`src/inc/rlt_pkg.sv`:
```
package rlt_pkg;

    localparam int unsigned BYTE_W = 8;

    // Special function register addresses
    localparam logic [7:0] ADDR_TIMER_CONTROL    = 8'h91;
    localparam logic [7:0] ADDR_RELOAD_LOW_BYTE  = 8'h92;
    localparam logic [7:0] ADDR_RELOAD_HIGH_BYTE = 8'h93;
    localparam logic [7:0] ADDR_COUNT_LOW_BYTE   = 8'h94;
    localparam logic [7:0] ADDR_COUNT_HIGH_BYTE  = 8'h95;

    // Control register bit positions
    localparam int unsigned BIT_HIGH_OVERFLOW_FLAG      = 7;
    localparam int unsigned BIT_LOW_OVERFLOW_FLAG       = 6;
    localparam int unsigned BIT_LOW_OVERFLOW_IRQ_ENABLE = 5;
    localparam int unsigned BIT_SPLIT_MODE_SELECT       = 3;
    localparam int unsigned BIT_RUN_CONTROL             = 2;
    localparam int unsigned BIT_EXTERNAL_CLOCK_SELECT   = 0;
    localparam int unsigned BIT_UNUSED_UPPER            = 4;
    localparam int unsigned BIT_UNUSED_LOWER            = 1;

    // Reset values
    localparam logic [7:0] RST_BYTE  = 8'h00;
    localparam logic       RST_BIT   = 1'b0;
    localparam logic [7:0] READ_ZERO = 8'h00;

    // Counter limits
    localparam logic [7:0]  BYTE_MAX = 8'hFF;
    localparam logic [15:0] WORD_MAX = 16'hFFFF;
    localparam logic [7:0]  BYTE_ONE = 8'h01;
    localparam logic [15:0] WORD_ONE = 16'h0001;

    // Prescaler ratios
    localparam int unsigned SYS_DIV = 12;
    localparam int unsigned EXT_DIV = 8;

endpackage : rlt_pkg

```
`src/rlt_tick_gen.sv`:
```
`timescale 1ns/1ps
`default_nettype none

module rlt_tick_gen
    import rlt_pkg::*;
#(
    parameter int unsigned SYS_DIVIDE = SYS_DIV,
    parameter int unsigned EXT_DIVIDE = EXT_DIV
) (
    input  wire logic ref_clk_i,
    input  wire logic rst_i,
    input  wire logic ce_i,
    input  wire logic ext_osc_i,
    output var  logic sys_div_tick_o,
    output var  logic ext_div_tick_o
);

    localparam int unsigned SW = $clog2(SYS_DIVIDE);
    localparam int unsigned EW = $clog2(EXT_DIVIDE);
    localparam logic [SW-1:0] SYS_LAST = SW'(SYS_DIVIDE - 1);
    localparam logic [EW-1:0] EXT_LAST = EW'(EXT_DIVIDE - 1);

    logic [SW-1:0] sys_cnt_ff;
    logic [EW-1:0] ext_cnt_ff;
    logic          osc_meta_ff;
    logic          osc_sync_ff;
    logic          osc_prev_ff;
    logic          osc_rise;

    ////////////////////////////////////////////////////////////////////////
    // System clock prescaler
    always_ff @(posedge ref_clk_i) begin
        if (rst_i) begin
            sys_cnt_ff     <= '0;
            sys_div_tick_o <= 1'b0;
        end else if (ce_i) begin
            sys_div_tick_o <= (sys_cnt_ff == SYS_LAST);
            if (sys_cnt_ff == SYS_LAST) begin
                sys_cnt_ff <= '0;
            end else begin
                sys_cnt_ff <= sys_cnt_ff + SW'(1);
            end
        end
    end

    ////////////////////////////////////////////////////////////////////////
    // External oscillator: synchronised before it is divided
    // synchronise oscillator tick
    always_ff @(posedge ref_clk_i) begin
        if (rst_i) begin
            osc_meta_ff <= 1'b0;
            osc_sync_ff <= 1'b0;
            osc_prev_ff <= 1'b0;
        end else if (ce_i) begin
            osc_meta_ff <= ext_osc_i;
            osc_sync_ff <= osc_meta_ff;
            osc_prev_ff <= osc_sync_ff;
        end
    end

    // An oscillator faster than ref_clk_i loses edges here
    assign osc_rise = osc_sync_ff & ~osc_prev_ff;

    always_ff @(posedge ref_clk_i) begin
        if (rst_i) begin
            ext_cnt_ff     <= '0;
            ext_div_tick_o <= 1'b0;
        end else if (ce_i) begin
            ext_div_tick_o <= osc_rise && (ext_cnt_ff == EXT_LAST);
            if (osc_rise) begin
                ext_cnt_ff <= (ext_cnt_ff == EXT_LAST) ? '0 : ext_cnt_ff + EW'(1);
            end
        end
    end

endmodule : rlt_tick_gen

`default_nettype wire

```
`src/rlt_timer.sv`:
```
// How it works
// - Split bit 0 gives one 16-bit reload counter; 1 gives two 8-bit counters.
// - 16-bit rollover from FFFF loads both reload bytes and sets high flag.
// - 16-bit mode: every full overflow requests interrupt when timer interrupt enabled.
// - 16-bit mode: low byte rollover also interrupts when low enable set.
// - Split mode: each byte reloads from its own reload register on overflow.
// - Split mode: run bit gates only high byte; low byte always counts.
// - Run bit 0 stops the timer, 1 runs it; gates whole counter in 16-bit.
// - Per-byte select 1 uses system clock, 0 uses external-clock selection.
// - External select 0 picks system clock /12, 1 picks oscillator /8.
// - Oscillator /8 tick is synchronised; oscillator must not exceed system clock.
// - High byte rollover from FF to its reload value sets high overflow flag.
// - Low byte rollover from FF sets low flag in both modes.
// - Split mode: high overflow interrupts; with low enable either byte interrupts.
// - Hardware never clears overflow flags; software writes zero to clear them.
// - Control bits 4 and 1 read zero and ignore writes.
// - Count registers show 16-bit halves, or two independent 8-bit counts.
`timescale 1ns/1ps
`default_nettype none

module rlt_timer
    import rlt_pkg::*;
(
    input  wire logic       ref_clk_i,
    input  wire logic       rst_i,
    input  wire logic       ce_i,
    input  wire logic       ext_osc_i,
    input  wire logic       high_byte_clock_select_i,
    input  wire logic       low_byte_clock_select_i,
    input  wire logic       timer_irq_enable_i,
    input  wire logic [7:0] sfr_addr_i,
    input  wire logic       sfr_wr_i,
    input  wire logic [7:0] sfr_wdata_i,
    input  wire logic       sfr_rd_i,
    output var  logic [7:0] sfr_rdata_o,
    output var  logic       irq_o
);

    logic       high_overflow_flag_ff;
    logic       low_overflow_flag_ff;
    logic       low_overflow_irq_enable_ff;
    logic       split_mode_select_ff;
    logic       run_control_ff;
    logic       external_clock_select_ff;
    logic [7:0] reload_low_byte_ff;
    logic [7:0] reload_high_byte_ff;
    logic [7:0] count_low_byte_ff;
    logic [7:0] count_high_byte_ff;
    logic [7:0] nxt_count_low_byte;
    logic [7:0] nxt_count_high_byte;
    logic [7:0] control_view;
    logic       sys_div_tick;
    logic       ext_div_tick;
    logic       ext_tick;
    logic       low_tick;
    logic       high_tick;
    logic       low_rollover;
    logic       high_rollover;
    logic       wr_control;
    logic       wr_reload_low;
    logic       wr_reload_high;
    logic       wr_count_low;
    logic       wr_count_high;
    logic [15:0] count_word;

    ////////////////////////////////////////////////////////////////////////
    // Tick sources
    rlt_tick_gen #(
        .SYS_DIVIDE (SYS_DIV),
        .EXT_DIVIDE (EXT_DIV)
    ) u_tick_gen (
        .ref_clk_i      (ref_clk_i),
        .rst_i          (rst_i),
        .ce_i           (ce_i),
        .ext_osc_i      (ext_osc_i),
        .sys_div_tick_o (sys_div_tick),
        .ext_div_tick_o (ext_div_tick)
    );

    assign ext_tick = external_clock_select_ff ? ext_div_tick : sys_div_tick;
    assign low_tick  = low_byte_clock_select_i  ? 1'b1 : ext_tick;
    assign high_tick = high_byte_clock_select_i ? 1'b1 : ext_tick;

    ////////////////////////////////////////////////////////////////////////
    // Register bus decode
    assign wr_control     = sfr_wr_i && (sfr_addr_i == ADDR_TIMER_CONTROL);
    assign wr_reload_low  = sfr_wr_i && (sfr_addr_i == ADDR_RELOAD_LOW_BYTE);
    assign wr_reload_high = sfr_wr_i && (sfr_addr_i == ADDR_RELOAD_HIGH_BYTE);
    assign wr_count_low   = sfr_wr_i && (sfr_addr_i == ADDR_COUNT_LOW_BYTE);
    assign wr_count_high  = sfr_wr_i && (sfr_addr_i == ADDR_COUNT_HIGH_BYTE);
    assign count_word     = {count_high_byte_ff, count_low_byte_ff};

    always_comb begin
        control_view                              = READ_ZERO;
        control_view[BIT_HIGH_OVERFLOW_FLAG]      = high_overflow_flag_ff;
        control_view[BIT_LOW_OVERFLOW_FLAG]       = low_overflow_flag_ff;
        control_view[BIT_LOW_OVERFLOW_IRQ_ENABLE] = low_overflow_irq_enable_ff;
        control_view[BIT_SPLIT_MODE_SELECT]       = split_mode_select_ff;
        control_view[BIT_RUN_CONTROL]             = run_control_ff;
        control_view[BIT_EXTERNAL_CLOCK_SELECT]   = external_clock_select_ff;
    end

    always_ff @(posedge ref_clk_i) begin
        if (rst_i) begin
            sfr_rdata_o <= RST_BYTE;
        end else if (ce_i && sfr_rd_i) begin
            unique case (sfr_addr_i)
                ADDR_TIMER_CONTROL:    sfr_rdata_o <= control_view;
                ADDR_RELOAD_LOW_BYTE:  sfr_rdata_o <= reload_low_byte_ff;
                ADDR_RELOAD_HIGH_BYTE: sfr_rdata_o <= reload_high_byte_ff;
                ADDR_COUNT_LOW_BYTE:   sfr_rdata_o <= count_low_byte_ff;
                ADDR_COUNT_HIGH_BYTE:  sfr_rdata_o <= count_high_byte_ff;
                default:               sfr_rdata_o <= READ_ZERO;
            endcase
        end
    end

    ////////////////////////////////////////////////////////////////////////
    // Control and reload registers
    always_ff @(posedge ref_clk_i) begin
        if (rst_i) begin
            low_overflow_irq_enable_ff <= RST_BIT;
            split_mode_select_ff       <= RST_BIT;
            run_control_ff             <= RST_BIT;
            external_clock_select_ff   <= RST_BIT;
        end else if (ce_i && wr_control) begin
            low_overflow_irq_enable_ff <= sfr_wdata_i[BIT_LOW_OVERFLOW_IRQ_ENABLE];
            split_mode_select_ff       <= sfr_wdata_i[BIT_SPLIT_MODE_SELECT];
            run_control_ff             <= sfr_wdata_i[BIT_RUN_CONTROL];
            external_clock_select_ff   <= sfr_wdata_i[BIT_EXTERNAL_CLOCK_SELECT];
        end
    end

    always_ff @(posedge ref_clk_i) begin
        if (rst_i) begin
            reload_low_byte_ff  <= RST_BYTE;
            reload_high_byte_ff <= RST_BYTE;
        end else if (ce_i) begin
            if (wr_reload_low) begin
                reload_low_byte_ff <= sfr_wdata_i;
            end
            if (wr_reload_high) begin
                reload_high_byte_ff <= sfr_wdata_i;
            end
        end
    end

    ////////////////////////////////////////////////////////////////////////
    // Counter next state
    always_comb begin
        nxt_count_low_byte  = count_low_byte_ff;
        nxt_count_high_byte = count_high_byte_ff;
        low_rollover        = 1'b0;
        high_rollover       = 1'b0;
        if (!split_mode_select_ff) begin
            if (run_control_ff && low_tick) begin
                low_rollover = (count_low_byte_ff == BYTE_MAX);
                if (count_word == WORD_MAX) begin
                    high_rollover = 1'b1;
                    {nxt_count_high_byte, nxt_count_low_byte} = {reload_high_byte_ff, reload_low_byte_ff};
                end else begin
                    {nxt_count_high_byte, nxt_count_low_byte} = count_word + WORD_ONE;
                end
            end
        end else begin
            if (low_tick) begin
                if (count_low_byte_ff == BYTE_MAX) begin
                    low_rollover       = 1'b1;
                    nxt_count_low_byte = reload_low_byte_ff;
                end else begin
                    nxt_count_low_byte = count_low_byte_ff + BYTE_ONE;
                end
            end
            if (run_control_ff && high_tick) begin
                if (count_high_byte_ff == BYTE_MAX) begin
                    high_rollover       = 1'b1;
                    nxt_count_high_byte = reload_high_byte_ff;
                end else begin
                    nxt_count_high_byte = count_high_byte_ff + BYTE_ONE;
                end
            end
        end
        if (wr_count_low) begin
            nxt_count_low_byte = sfr_wdata_i;
        end
        if (wr_count_high) begin
            nxt_count_high_byte = sfr_wdata_i;
        end
    end

    always_ff @(posedge ref_clk_i) begin
        if (rst_i) begin
            count_low_byte_ff  <= RST_BYTE;
            count_high_byte_ff <= RST_BYTE;
        end else if (ce_i) begin
            count_low_byte_ff  <= nxt_count_low_byte;
            count_high_byte_ff <= nxt_count_high_byte;
        end
    end

    ////////////////////////////////////////////////////////////////////////
    // Overflow flags: a rollover in the clearing cycle keeps the flag set
    // high and low flag set
    always_ff @(posedge ref_clk_i) begin
        if (rst_i) begin
            high_overflow_flag_ff <= RST_BIT;
            low_overflow_flag_ff  <= RST_BIT;
        end else if (ce_i) begin
            if (high_rollover) begin
                high_overflow_flag_ff <= 1'b1;
            end else if (wr_control) begin
                high_overflow_flag_ff <= sfr_wdata_i[BIT_HIGH_OVERFLOW_FLAG];
            end
            if (low_rollover) begin
                low_overflow_flag_ff <= 1'b1;
            end else if (wr_control) begin
                low_overflow_flag_ff <= sfr_wdata_i[BIT_LOW_OVERFLOW_FLAG];
            end
        end
    end

    ////////////////////////////////////////////////////////////////////////
    // Interrupt request; mode does not change the equation
    // full and low overflow interrupt
    always_ff @(posedge ref_clk_i) begin
        if (rst_i) begin
            irq_o <= 1'b0;
        end else if (ce_i) begin
            irq_o <= timer_irq_enable_i &&
                     (high_overflow_flag_ff || (low_overflow_irq_enable_ff && low_overflow_flag_ff));
        end
    end
endmodule : rlt_timer

`default_nettype wire

```
`config.mk`:
```
export PLATFORM = sky130hd
export DESIGN_NAME = rlt_timer
export DESIGN_NICKNAME = d
export VERILOG_FILES = /design/src/inc/rlt_pkg.sv /design/src/rlt_tick_gen.sv /design/src/rlt_timer.sv
export SDC_FILE = /design/constraint.sdc
export NUM_CORES = 1
export LEC_CHECK = 0
export ABC_AREA = 1
export ABC_CLOCK_PERIOD_IN_PS = 2000
export BUFFER_PORTS_ARGS = -buffer_cell sky130_fd_sc_hd__buf_4
export CAP_MARGIN = 20
export CORE_MARGIN = 2
export CORE_UTILIZATION = 59
export CTS_CLUSTER_DIAMETER = 60
export DETAILED_ROUTE_END_ITERATION = 10
export PLACE_DENSITY_LB_ADDON = 0.2
export SLEW_MARGIN = 10
export SYNTH_ARGS = -nofsm -noshare
export SYNTH_HDL_FRONTEND = slang
export SYNTH_SLANG_ARGS = --single-unit
export TNS_END_PERCENT = 20
```
`constraint.sdc`:
```
create_clock -name ref_clk_i -period 2 [get_ports ref_clk_i]
set_input_delay 0.2 -clock ref_clk_i [delete_from_list [all_inputs] [get_ports ref_clk_i]]
set_output_delay 0.2 -clock ref_clk_i [all_outputs]
set_load 0.005 [all_outputs]
```
==> flow_results.org, run 1 <==
** Outcome
- Result of the run :: finished clean

** Clocking
- Clock transition at path regs :: around 70 ps
- In this run, CTS created clock tree buffers numbering 9.
- TritonCTS built the clock tree.
- Number of clock sinks seen by CTS :: 59
- Hold Buf Count CTS :: 0
- Clock tree root driver cell :: clkbuf_8
- The clock tree synthesis step divided the H-tree into 3 levels.
- The clock passes through at most 2 buffers.
- Clock Latency Late Sink :: 350 ps

** Floorplan
- Die area :: approximately 6500 sq um
- # rows :: 27
- The die is 80.5 um wide.
- Number of top-level pins :: 34
- The die is 80.5 um tall.
- Core region area :: approximately 5600 sq um
- The initial utilization of the core area, before any placement, comes to 0.620.

** Worst setup path
- CP delay by family, top :: simple AND/OR/NAND/NOR gates
- Reg2reg start :: count_low_byte_ff[1]
- STA classifies the critical path endpoint as a flop.
- For this run, the slowest stage of the critical path takes 400 ps.
- In this run the worst path has a maximum fanout of 7.
- CP bufs+invs :: 1
- Critical Path Start Type :: flop
- Traced cell by cell, the critical path runs through ha_2 -> nand3_2 -> nor2_4 -> nand2_2 -> a21oi_4 -> buf_4 -> nand2_1 -> o211ai_1 -> a21oi_1.
- Data arrival time of the worst path :: 2130 ps
- Slack of the worst reg-to-reg path :: 90 ps
- The critical path is of the flop to flop type.
- In this run the worst setup path begins at count_low_byte_ff[1].
- Worst path required time :: 2220 ps
- Library cell contributing the largest single delay on the critical path :: dfxtp_1

** Place
- Post-detailed-placement half-perimeter wirelength :: 7.89 mm
- Placed Cells :: 642
- Placed cell areas :: roughly 3800 sq um
- At the end of routability-driven placement, the weighted congestion stood at 0.994.
- Worst slack after detailed placement :: 120 ps
- Input and output buffers added on the ports amount to 33.

** Logic synthesis
- The cell count after synthesis came out at 545.
- Synth area leaders :: dfxtp_1, nand2_1, o21ai_0, a21oi_1, nor2_1
- Sequential-to-total area share from yosys stat :: 0.342
- Of the total synthesized cell area, the portion taken by XOR and XNOR cells is 0.0152.
- Synth Area in Adders :: 0.0181
- Largest family of logic cells by synthesized area :: simple AND/OR/NAND/NOR gates
- The number of nets handed over by synthesis was 575.
- The cell area that synthesis handed to floorplanning was about 3500 sq um.
- Number of flip-flops and latches in the synthesized netlist :: 59
- Synthesis instantiated 33 different standard cells from the library.
- Of the post-synthesis cell area, the dominant cell type holds 0.342.
- After synthesis, the mean cell area works out to 6.34 sq um.
- Fraction of the mapped netlist area in compound gates :: 0.215
- Of the post-synthesis cell area, the part taken by muxes is 0.
- dfxtp_1 takes more of the synthesized area than any other cell.
- Simple logic cell fraction of the synthesized area :: 0.323
- For this run, the number of Yosys warnings is 0.

** STA
- Max Clock Freq :: between 0.5 and 0.6 GHz
- Fraction of the cycle the final worst path needs :: 0.953
- For the final database, setup skew stands at 10.4 ps.
- For the pin with the worst max-slew slack, the measured transition is 559 ps.
- Setup repair after global routing left no endpoint under its margin.
- Setup slack closes at 94.4 ps.
- Setup total negative slack on the finished layout was measured at 0 ps.
- The number of hold violations in the final report was 0.
- The count of final max-slew check failures came to 0.
- Setup violations remaining at the end of the flow were counted as 0.
- Worst slew slack as a fraction of its limit :: 0.627
- Final critical delay including setup and external delays :: 1910 ps

** Cells and area
- ANT cells :: 0
- Finished layout cell area :: 4050 sq um
- Area delta synth->final :: 17.1%
- Of the cells placed in the final design, the portion with a size suffix greater than 1 is 0.143.
- The finished layout holds roughly 660 standard cells, fillers aside.
- Post-layout net count :: 612

** Flow run
- Across the run, the number of max-cap violations was 0.

** Drt
- For this run, the detailed router's first-pass iteration total came to 5.
- The routed layout has 3,869 vias.
- Total Routed Length :: 10.9 mm
- Vias per cell :: 5.87
- Number of antenna-violating nets in the routed design :: 0
- In the routed design, unresolved DRC markers number 0.
- In the final routed layout, each cell accounts on average for 16.5 um.
- For this block, the initial DRC count from the detailed router was 329.

** Pwr
- Net Sw Frac :: 0.241
- Internal portion of total power :: 2.00 mW
- Power share of the clock group :: 0.476
- Net switching power :: 0.636 mW
- Share of power burned in combinational logic :: 0.068
- In this run the power density over the cells is 652 nW/um^2.
- VDD sags by at most about 520 uV.
- Power share of the sequential group :: 0.457
- The analysis attributes to cell leakage a power of 1.72 nW.

** Global route
- Maximum number of pins on one net before global-route repair :: 23
- Aggregate global-route resource usage :: 0.351
- Initial antenna violation count :: 0
- Wire length of the first global-routing pass :: 17.0 mm
- The via count of the first global-routing pass was between 3,000 and 4,000.
- Summed over all layers, the global routing overflow is 0.

** Min path
- The startpoint identified for the worst hold timing path is ext_osc_i.
- The tightest min-delay check is of the input port to flop type.
-- per-stage QoR --
stage	utilization	power, mW	hold WS [ps]
6_report	0.726	2.64	84.0
5_1_grt	0.726	2.71	85.3
4_1_cts	0.723	2.64	85.6
3_5_place_dp	0.682	1.41	436
3_3_place_gp	0.682	1.40	423
2_1_floorplan	-	1.31	335
-- cell usage after synthesis, drive strengths merged --
| cell | instances |
|---|---|
| a21oi | 54 |
| nand2 | 126 |
| nand4 | 4 |
| xnor2 | 2 |
| a211oi | 1 |
| xor2 | 4 |
| o211ai | 3 |
| o21a | 1 |
| nand3 | 42 |
| dfxtp | 59 |
| buf | 7 |
| o21ai | 75 |
| nand3b | 3 |
| nor4 | 1 |
| ha | 5 |
| nor2 | 70 |
| or2 | 1 |
| nor3 | 10 |
| clkbuf | 10 |
| inv | 61 |
| o21bai | 1 |
| o211a | 2 |
| o311ai | 1 |
| o22ai | 2 |
-- power by group through the flow --
stage,combinational [mW],sequential [mW],clock (mW)
2_1_floorplan,0.0809,1.23,0
3_3_place_gp,0.170,1.23,0
3_5_place_dp,0.176,1.23,0
4_1_cts,0.178,1.20,1.26
5_1_grt,0.198,1.21,1.31
6_report,0.179,1.20,1.25
-- worst paths after layout --
check	to	cells past startpoint
max	count_low_byte_ff[3]	9
min	u_tick_gen.osc_meta_ff	3
max reg2reg	count_low_byte_ff[3]	9
min reg2reg	sfr_rdata_o[1]	2
-- worst reg2reg max path: stages (launching register included) --
cell,delay (ps)
dfxtp_1,400
ha_2,240
nand3_2,120
nor2_4,180
nand2_2,180
a21oi_4,220
buf_4,160
nand2_1,50
o211ai_1,130
a21oi_1,110
-- state kept, by name, summed over array words and instances, names as in the netlist --
name / flops
low_overflow_irq_enable_ff: 1
u_tick_gen.osc_sync_ff: 1
sfr_rdata_o: 8
u_tick_gen.sys_cnt_ff: 4
irq_o: 1
split_mode_select_ff: 1
external_clock_select_ff: 1
count_low_byte_ff: 8
u_tick_gen.ext_cnt_ff: 3
u_tick_gen.osc_prev_ff: 1
run_control_ff: 1
count_high_byte_ff: 8
reload_low_byte_ff: 8
u_tick_gen.osc_meta_ff: 1
u_tick_gen.sys_div_tick_o: 1
u_tick_gen.ext_div_tick_o: 1
reload_high_byte_ff: 8
low_overflow_flag_ff: 1
high_overflow_flag_ff: 1
-- routing by layer --
| metal | up-vias | track usage | share of wire |
|---|---|---|---|
| li1 | 1871 | - | - |
| met5 | - | 0 | 0 |
| met1 | 1735 | 0.451 | 0.42 |
| met3 | 34 | 0.0596 | 0.091 |
| met4 | 0 | 0.154 | 0.034 |
| met2 | 229 | 0.574 | 0.46 |
-- cell usage in the layout, fill, tap and decap left out, types with 4 or more instances in the layout --
master	n
nand2_1	121
o21ai_0	72
nor2_1	63
dfxtp_1	58
inv_1	57
a21oi_1	53
buf_4	42
nand3_1	38
clkbuf_8	10
nor3_1	9
nand2_2	5
nor2_2	5
inv_2	4
nand3_2	4
nand4_1	4
xor2_1	4
-- cells by family (layout without fill, tap and decap cells) --
family / Yosys count / after routing
adders and majority gates: 5 / 5
buffers and inverters: 78 / 120
xor gates and xnor gates: 6 / 6
and+or+nand+nor: 257 / 257
AOI/OAI and AO/OA: 140 / 140
DFF: 59 / 59
-- final cells by class --
cell class                      count  area [sq um]
Multi-Input combinational cell    408          1980
Tap cell                           72          90.1
Clock inverter                      6          88.8
Inverter                           61           229
Fill cell                         515          1530
Sequential cell                    59          1180
Timing Repair Buffer               43           335
Clock buffer                       10           138
-- repair_timing --
action                                  4_1_cts  5_1_grt
endpoints found under the hold margin         0        0
resized for setup                             0        5
setup buffers                                 0        1
endpoints found under the setup margin        0       10
No activity file was read; power rests on OpenSTA's default activity.
==> run 2: changes to the inputs <==
CELL_PAD_IN_SITES_DETAIL_PLACEMENT = 0   (was not set)
CELL_PAD_IN_SITES_GLOBAL_PLACEMENT = 1   (was not set)
CORE_MARGIN = 8   (was 2)
CORE_UTILIZATION = 42   (was 59)
==> run 2 against run 1 <==
Against the previous run: clock power shrank 15%; total power shrank 7.4%; via count shrank 5.2%; clock-buffer cell count grew 1; final cell count grew 4.9%; utilization shrank 23 points; worst setup slack gained 110 ps; maximum frequency grew 6.2%; sequential share of layout area grew 0.081 points; critical path depth is the same; critical endpoint is now count_low_byte_ff[2].
==> flow_results.org, run 2 (same netlist as run 1, synthesis figures left out) <==
** Drt
- Wirelength per Cell :: 16.6 um
- Via count :: 3,667
- For this block, wires on met1 add up to roughly 5.4 mm.
- Once detail routing completed, the nets flagged for antenna violations numbered 0.
- Top routing layer in use :: met4
- Met3 WL :: 683 um
- The detailed router finished its first iteration with 193 violations.
- Dividing the detail-routed via count by the number of cells gives 5.31.
- Met2 wire length :: 5.04 mm
- In the routed design, unresolved DRC markers number 0.
- After detailed routing, the total wire length is 11.5 mm.
- Number of detailed-routing iterations run before antenna repair :: 5

** Pwr
- Across the VDD grid, the largest voltage drop is 363 uV.
- Net switching power :: about 0.6 mW
- Power share of the sequential group :: 0.493
- Internal portion of total power :: 1.86 mW
- Summed over all cells, the static leakage comes to 1.71 nW.
- Of the total power, the share spent switching nets is 0.240.
- Share of power burned in combinational logic :: 0.074
- The share of total power dissipated in the clock network is 0.433.
- In this run the power density over the cells is approximately 610 nW/um^2.

** STA
- Setup repair after global routing left no endpoint under its margin.
- Max Clock Freq :: 0.557 GHz
- Worst slew slack as a fraction of its limit :: 0.679
- Finish-stage setup viols :: 0
- After layout, the minimum clock period comes to 1790 ps.
- The tightest hold path in the finished design has a slack of ~94 ps.
- Across the routed clock network, the largest skew measured is 8.58 ps.
- Summed over all failing endpoints, the final setup total negative slack is 0 ps.
- Transition at the pin with the smallest max-transition slack :: 480 ps
- The count of final max-slew check failures is 0.
- Hold Fails Final Rpt :: 0
- Fraction of the cycle the final worst path needs :: 0.897
- Final Worst Setup Slack :: 206 ps

** Global route
- The initial antenna violation count is 0.
- Number of global-route vias before repair :: 3,478
- Entering global routing, the biggest net connects 23 pins.
- The first global-routing pass estimated 18.4 mm of wire.
- Aggregate global-route resource usage :: 0.206
- Global routing finished with a remaining overflow of 0.

** Cells and area
- Compared with the post-synthesis result, the final layout area differs by 16.8%.
- After filler insertion, the fill cell instance count of the layout stands at 886.
- Leading cell type in the layout, fill and taps excluded :: nand2_1
- Leaving out fill and tap cells, the most frequent cells in the layout are nand2_1, o21ai_0, nor2_1.
- Post-layout net count :: 613
- ANT cells :: 0
- In the final layout, the multi-input gates occupy 1980 sq um.
- Of the cells placed in the final design, the portion with a size suffix greater than 1 is 0.138.
- FF+latch area :: 1180 sq um

** Worst setup path
- Library cell contributing the largest single delay on the critical path :: dfxtp_1
- The critical path crosses 9 cells after its start point.
- STA classifies the critical path startpoint as a flop.
- R2r worst-path depth :: 9
- Critical Path Sink Type :: flop
- Slowest cell delay on critical path :: 410 ps
- Max FO, Critical Path :: 7
- WS Path Type :: flop to flop
- The signal on the critical path passes through ha_2 -> nand2_2 -> nor2_4 -> nand2_2 -> a21oi_4 -> inv_2 -> o21ai_1 -> nand2_1 -> a21oi_1.
- CP bufs+invs :: 1
- At the worst endpoint, the required time is 2270 ps.
- Cell mode on critical path :: nand2_2
- The cell family contributing the most delay on the critical path is compound AO/OA/AOI/OAI gates.
- Data arrival time of the worst path :: between 2000 and 2500 ps

** Floorplan
- From left edge to right edge, the die measures roughly 110 um.
- Core region area :: 8090 sq um
- Die area :: around 11,000 sq um
- In this run the count of I/O pins placed on the die edge is 34.
- # rows :: 33
- Initial Util :: 0.427
- Measured along the y axis, the die boundary spans 107 um.

** Outcome
- The flow ran to the end, and the final reports show no timing, DRC or antenna violations.

** Clocking
- In this run the number of H-tree levels came out at 3.
- TritonCTS created 9 clock buffers.
- The tree built by TritonCTS fans out to 59 sinks.
- Clock tree root driver cell :: clkbuf_8
- TritonCTS clock tree :: done
- Bufs on Longest Clock Path :: 2
- The clock reaches the later pin of the worst-skew pair after 340 ps.
- After clock tree synthesis, the clock-pin slew on the worst setup and hold paths is 60 ps.

** Place
- Before CTS, the worst setup slack after placement is 147 ps.
- Routability-driven placement finished with a final weighted congestion of between 0.9 and 1.
- Post-detailed-placement half-perimeter wirelength :: 8.49 mm
- Number of I/O port buffers :: 33

** Min path
- Hold path cells :: 3
- In this run the worst hold path is classified as input port to flop.

** Flow run
- Reported max-cap violation count :: 0
[run 2: cell type report]
type | instances | share of cell area
clock inverter | 3 | 0.00992
tap | 105 | 0.0325
clock buffer | 11 | 0.0350
timing repair buffer | 44 | 0.0818
inverter | 61 | 0.0567
multi-input combinational | 408 | 0.491
sequential | 59 | 0.293
[run 2: through the flow]
step,utilization,instance area [sq um],std cells,power (mW)
after floorplan,-,3460,545,1.31
after global placement,0.475,3850,677,1.41
after detailed placement,0.475,3850,677,1.41
after CTS,0.498,4030,691,2.46
after global routing,0.499,4040,691,2.54
final,0.499,4040,691,2.44
[run 2: power groups by stage]
stage / Sequential, mW / Clock (mW) / Combinational, mW
after floorplan: 1.23 / 0 / 0.0809
after global placement: 1.23 / 0 / 0.176
after detailed placement: 1.23 / 0 / 0.179
after CTS: 1.20 / 1.08 / 0.180
after global routing: 1.21 / 1.14 / 0.198
final: 1.20 / 1.06 / 0.180
[run 2: metal layers]
metal  vias up  GRT usage
met5         -          0
met4         0     0.0794
met3        22     0.0426
met2       116      0.324
met1      1661      0.269
li1       1868          -
[run 2: worst register-to-register path, delay by kind of cell (launching register included)]
| kind | cells | cell delay, ps |
|---|---|---|
| buf+inv | 1 | 100 |
| flops | 1 | 410 |
| simple gates | 4 | 410 |
| fa+ha+maj | 1 | 260 |
| compound gates | 3 | 540 |
[run 2: worst paths after layout]
| kind | from | end | slack [ps] |
|---|---|---|---|
| setup reg to reg | count_high_byte_ff[0] | count_low_byte_ff[2] | 210 |
| hold / removal | ext_osc_i | u_tick_gen.osc_meta_ff | 90 |
| hold reg to reg | u_tick_gen.osc_prev_ff | u_tick_gen.osc_prev_ff | 470 |
| setup / recovery | count_high_byte_ff[0] | count_low_byte_ff[2] | 210 |
[run 2: timing repair]
item                       4_1_cts  5_1_grt
resized for setup                0        4
buffers inserted                 0        0
hold buffers                     0        0
setup endpoints to repair        0        7
==> run 3: changes to the inputs <==
PLACE_DENSITY = 0.84   (was not set)
PLACE_DENSITY_LB_ADDON = not set   (was 0.2)
==> run 3 against run 2 <==
Against the previous run: combinational power is essentially flat; flip-flop and latch count is the same; maximum frequency shrank 1.1%; worst setup slack lost 20 ps; clock power shrank 9%; hold slack lost 12 ps; register-to-register slack lost 20 ps; die area is the same; non-clock buffer count shrank 1; wire length shrank 1.5%; clock skew shrank 1.4 ps; critical path type unchanged; largest cell class unchanged.
==> flow_results.org, run 3 (same netlist as run 1, synthesis figures left out) <==
** Pwr
- Summing internal, switching and leakage power gives 2.35 mW.
- Summed over all cells, the static leakage comes to 1.71 nW.
- IR analysis of the VDD net gives a maximum drop of 382 uV.
- Total power density per cell area :: 583 nW/um^2

** Cells and area
- Area delta synth->final :: 16.4%
- Leading cell type in the layout, fill and taps excluded :: nand2_1
- Measured on the finished design, the core utilization comes to 0.497.
- The net count of the finished layout is 612.
- Top library cells by usage in the layout, fill and taps aside :: nand2_1, o21ai_0, nor2_1
- After filler insertion, the fill cell instance count of the layout stands at 887.
- FF+latch area :: ~1200 sq um
- The repair_antennas step left the layout with diodes totalling 0.
- In the final layout, the share of cells above drive strength 1 is 0.137.
- Area occupied by multi-input gates :: ~2000 sq um

** STA
- Measured against its own limit, the worst slew margin works out to 0.662.
- Between clock sinks in the finished design, the worst skew comes to 7.13 ps.
- Static timing analysis puts the maximum clock frequency at 0.551 GHz.
- For the final routed database, the setup TNS stands at 0 ps.
- Setup repair after global routing left no endpoint under its margin.
- Setup violations remaining at the end of the flow were counted as 0.
- Max Transition Viols Final :: 0
- Final Worst Setup Slack :: 186 ps
- Of the available clock period, the critical path in the final layout requires 0.907.
- The clock period could shrink to 1810 ps.
- Transition at the pin with the smallest max-transition slack :: 506 ps
- Hold Fails Final Rpt :: 0
- Smallest hold slack :: 81.9 ps

** Floorplan
- Number of top-level pins :: 34
- # rows :: 33
- For this configuration, the core starts out at a cell density of 0.427.
- Core region area :: 8090 sq um
- Y dimension of the die :: 107 um
- Die area :: ~11,000 sq um
- Die width :: about 110 um

** Clocking
- Counting the buffers created by CTS gives 9.
- The H-tree was split into 3 levels.
- Clock transition at path regs :: 70 ps
- No sink is reached through more buffers than the 2 on the longest clock path.
- TritonCTS clock tree :: done
- The tree built by TritonCTS fans out to 59 sinks.
- Clock tree root driver cell :: clkbuf_8
- Clock Latency Late Sink :: 340 ps
- Hold Buf Count CTS :: 0

** Drt
- The highest layer touched by signal routing is met4.
- After the first detailed-routing iteration, the DRC count stood at 217.
- In the final routed layout, each cell accounts on average for approximately 16 um.
- In the final routing, the length of wire on met1 measures 5.31 mm.
- Across all layers, the routed design uses around 3,600 vias.
- Number of antenna-violating nets in the routed design :: 0
- Vias per cell :: 5.29
- Number of detailed-routing iterations run before antenna repair :: 4
- Wires add up to 11.3 mm.
- After detailed routing, the met2 layer carries 5.07 mm of wire.
- In the routed design, unresolved DRC markers number 0.
- Summed over all nets, wire length on met3 after detailed routing comes to 642 um.

** Global route
- For this run, the total global-route usage over all layers was measured as 0.205.
- Entering global routing, the biggest net connects 26 pins.
- The initial antenna violation count was 0.
- Number of global-route vias before repair :: 3,468
- Wire length of the first global-routing pass :: 18.3 mm
- Overflow left after global routing :: 0

** Worst setup path
- STA classifies the critical path startpoint as a flop.
- Counting stages on the worst path, the most repeated cell is nand2_2.
- The critical path goes through ha_1 -> nand2_2 -> nor2_4 -> nand2_2 -> a21oi_4 -> buf_4 -> nand2_1 -> o211ai_1 -> a21oi_1.
- The worst setup path is of the flop to flop kind.
- For the worst flop-to-flop path, the logic depth is 9.
- STA classifies the critical path endpoint as a flop.
- In this run the worst path has a maximum fanout of 6.
- STA puts the critical path data required time at 2220 ps.
- The largest individual stage delay along the critical path comes from the cell dfxtp_1.
- Data arrival time of the worst path :: slightly above 2000 ps
- Slowest cell delay on critical path :: 410 ps

** Min path
- Along the worst hold path, the cell count comes to 3.
- The min-delay analysis places its worst path in the category input port to flop.

** Place
- Worst slack after detailed placement :: 120 ps
- Post-detailed-placement half-perimeter wirelength :: around 8.4 mm
- GPL Wtd Cong :: between 0.9 and 1
- Buffers placed on the I/O ports in this run total 33.

** Outcome
- Result of the run :: finished clean

** Flow run
- Across the run, the number of max-cap violations was 0.
run 3: changes by cell type in the layout (fill, tap and decap cells not counted):
cell,previous run,this run
buf_4,44,42
buf_12,0,1
bufinv_16,1,0
clkbuf_1,1,0
clkbuf_8,10,11
clkinv_2,2,3
nor2_1,62,63
nor2_2,6,5
run 3: critical path: cells and delay by family (launching register included):
kind | cells | cell delay [ps]
DFF | 1 | 410
adders and majority gates | 1 | 280
buffers and inverters | 1 | 150
and+or+nand+nor | 4 | 400
AOI/OAI and AO/OA | 3 | 450
run 3: report_power, final:
group	switching, mW	total [mW]	internal (mW)
clock	0.467	0.964	0.497
sequential	0.0100	1.20	1.19
combinational	0.105	0.177	0.0726
run 3: through the flow:
stage / area (sq um) / std cells
2_1_floorplan: 3460 / 545
3_3_place_gp: 3840 / 674
3_5_place_dp: 3840 / 674
4_1_cts: 4000 / 688
5_1_grt: 4020 / 690
6_report: 4020 / 690
run 3: path summary, 6_finish.rpt:
check | startpoint | to | slack [ps]
worst min-delay path | ext_osc_i | u_tick_gen.osc_meta_ff | 80
worst max register to register | count_high_byte_ff[0] | count_low_byte_ff[3] | 190
worst min register to register | u_tick_gen.osc_prev_ff | u_tick_gen.osc_prev_ff | 470
worst max-delay path | count_high_byte_ff[0] | count_low_byte_ff[3] | 190
run 3: timing repair:
item,CTS,global route
endpoints found under the hold margin,0,0
setup endpoints to repair,0,10
setup buffers,0,2
gates resized for setup,0,3
run 3: final cells by class:
cell class	instances	area share
clock buffers	11	0.0376
clock inverters	3	0.00373
inverters	61	0.0569
multi-input cells	408	0.492
flip-flops and latches	59	0.294
well taps	105	0.0326
repair buffers	43	0.0833
run 3: routing by layer:
metal / vias up / global-route usage
li1: 1861 / -
met1: 1666 / 0.268
met2: 103 / 0.322
met3: 18 / 0.0408
met4: 0 / 0.0844
met5: - / 0
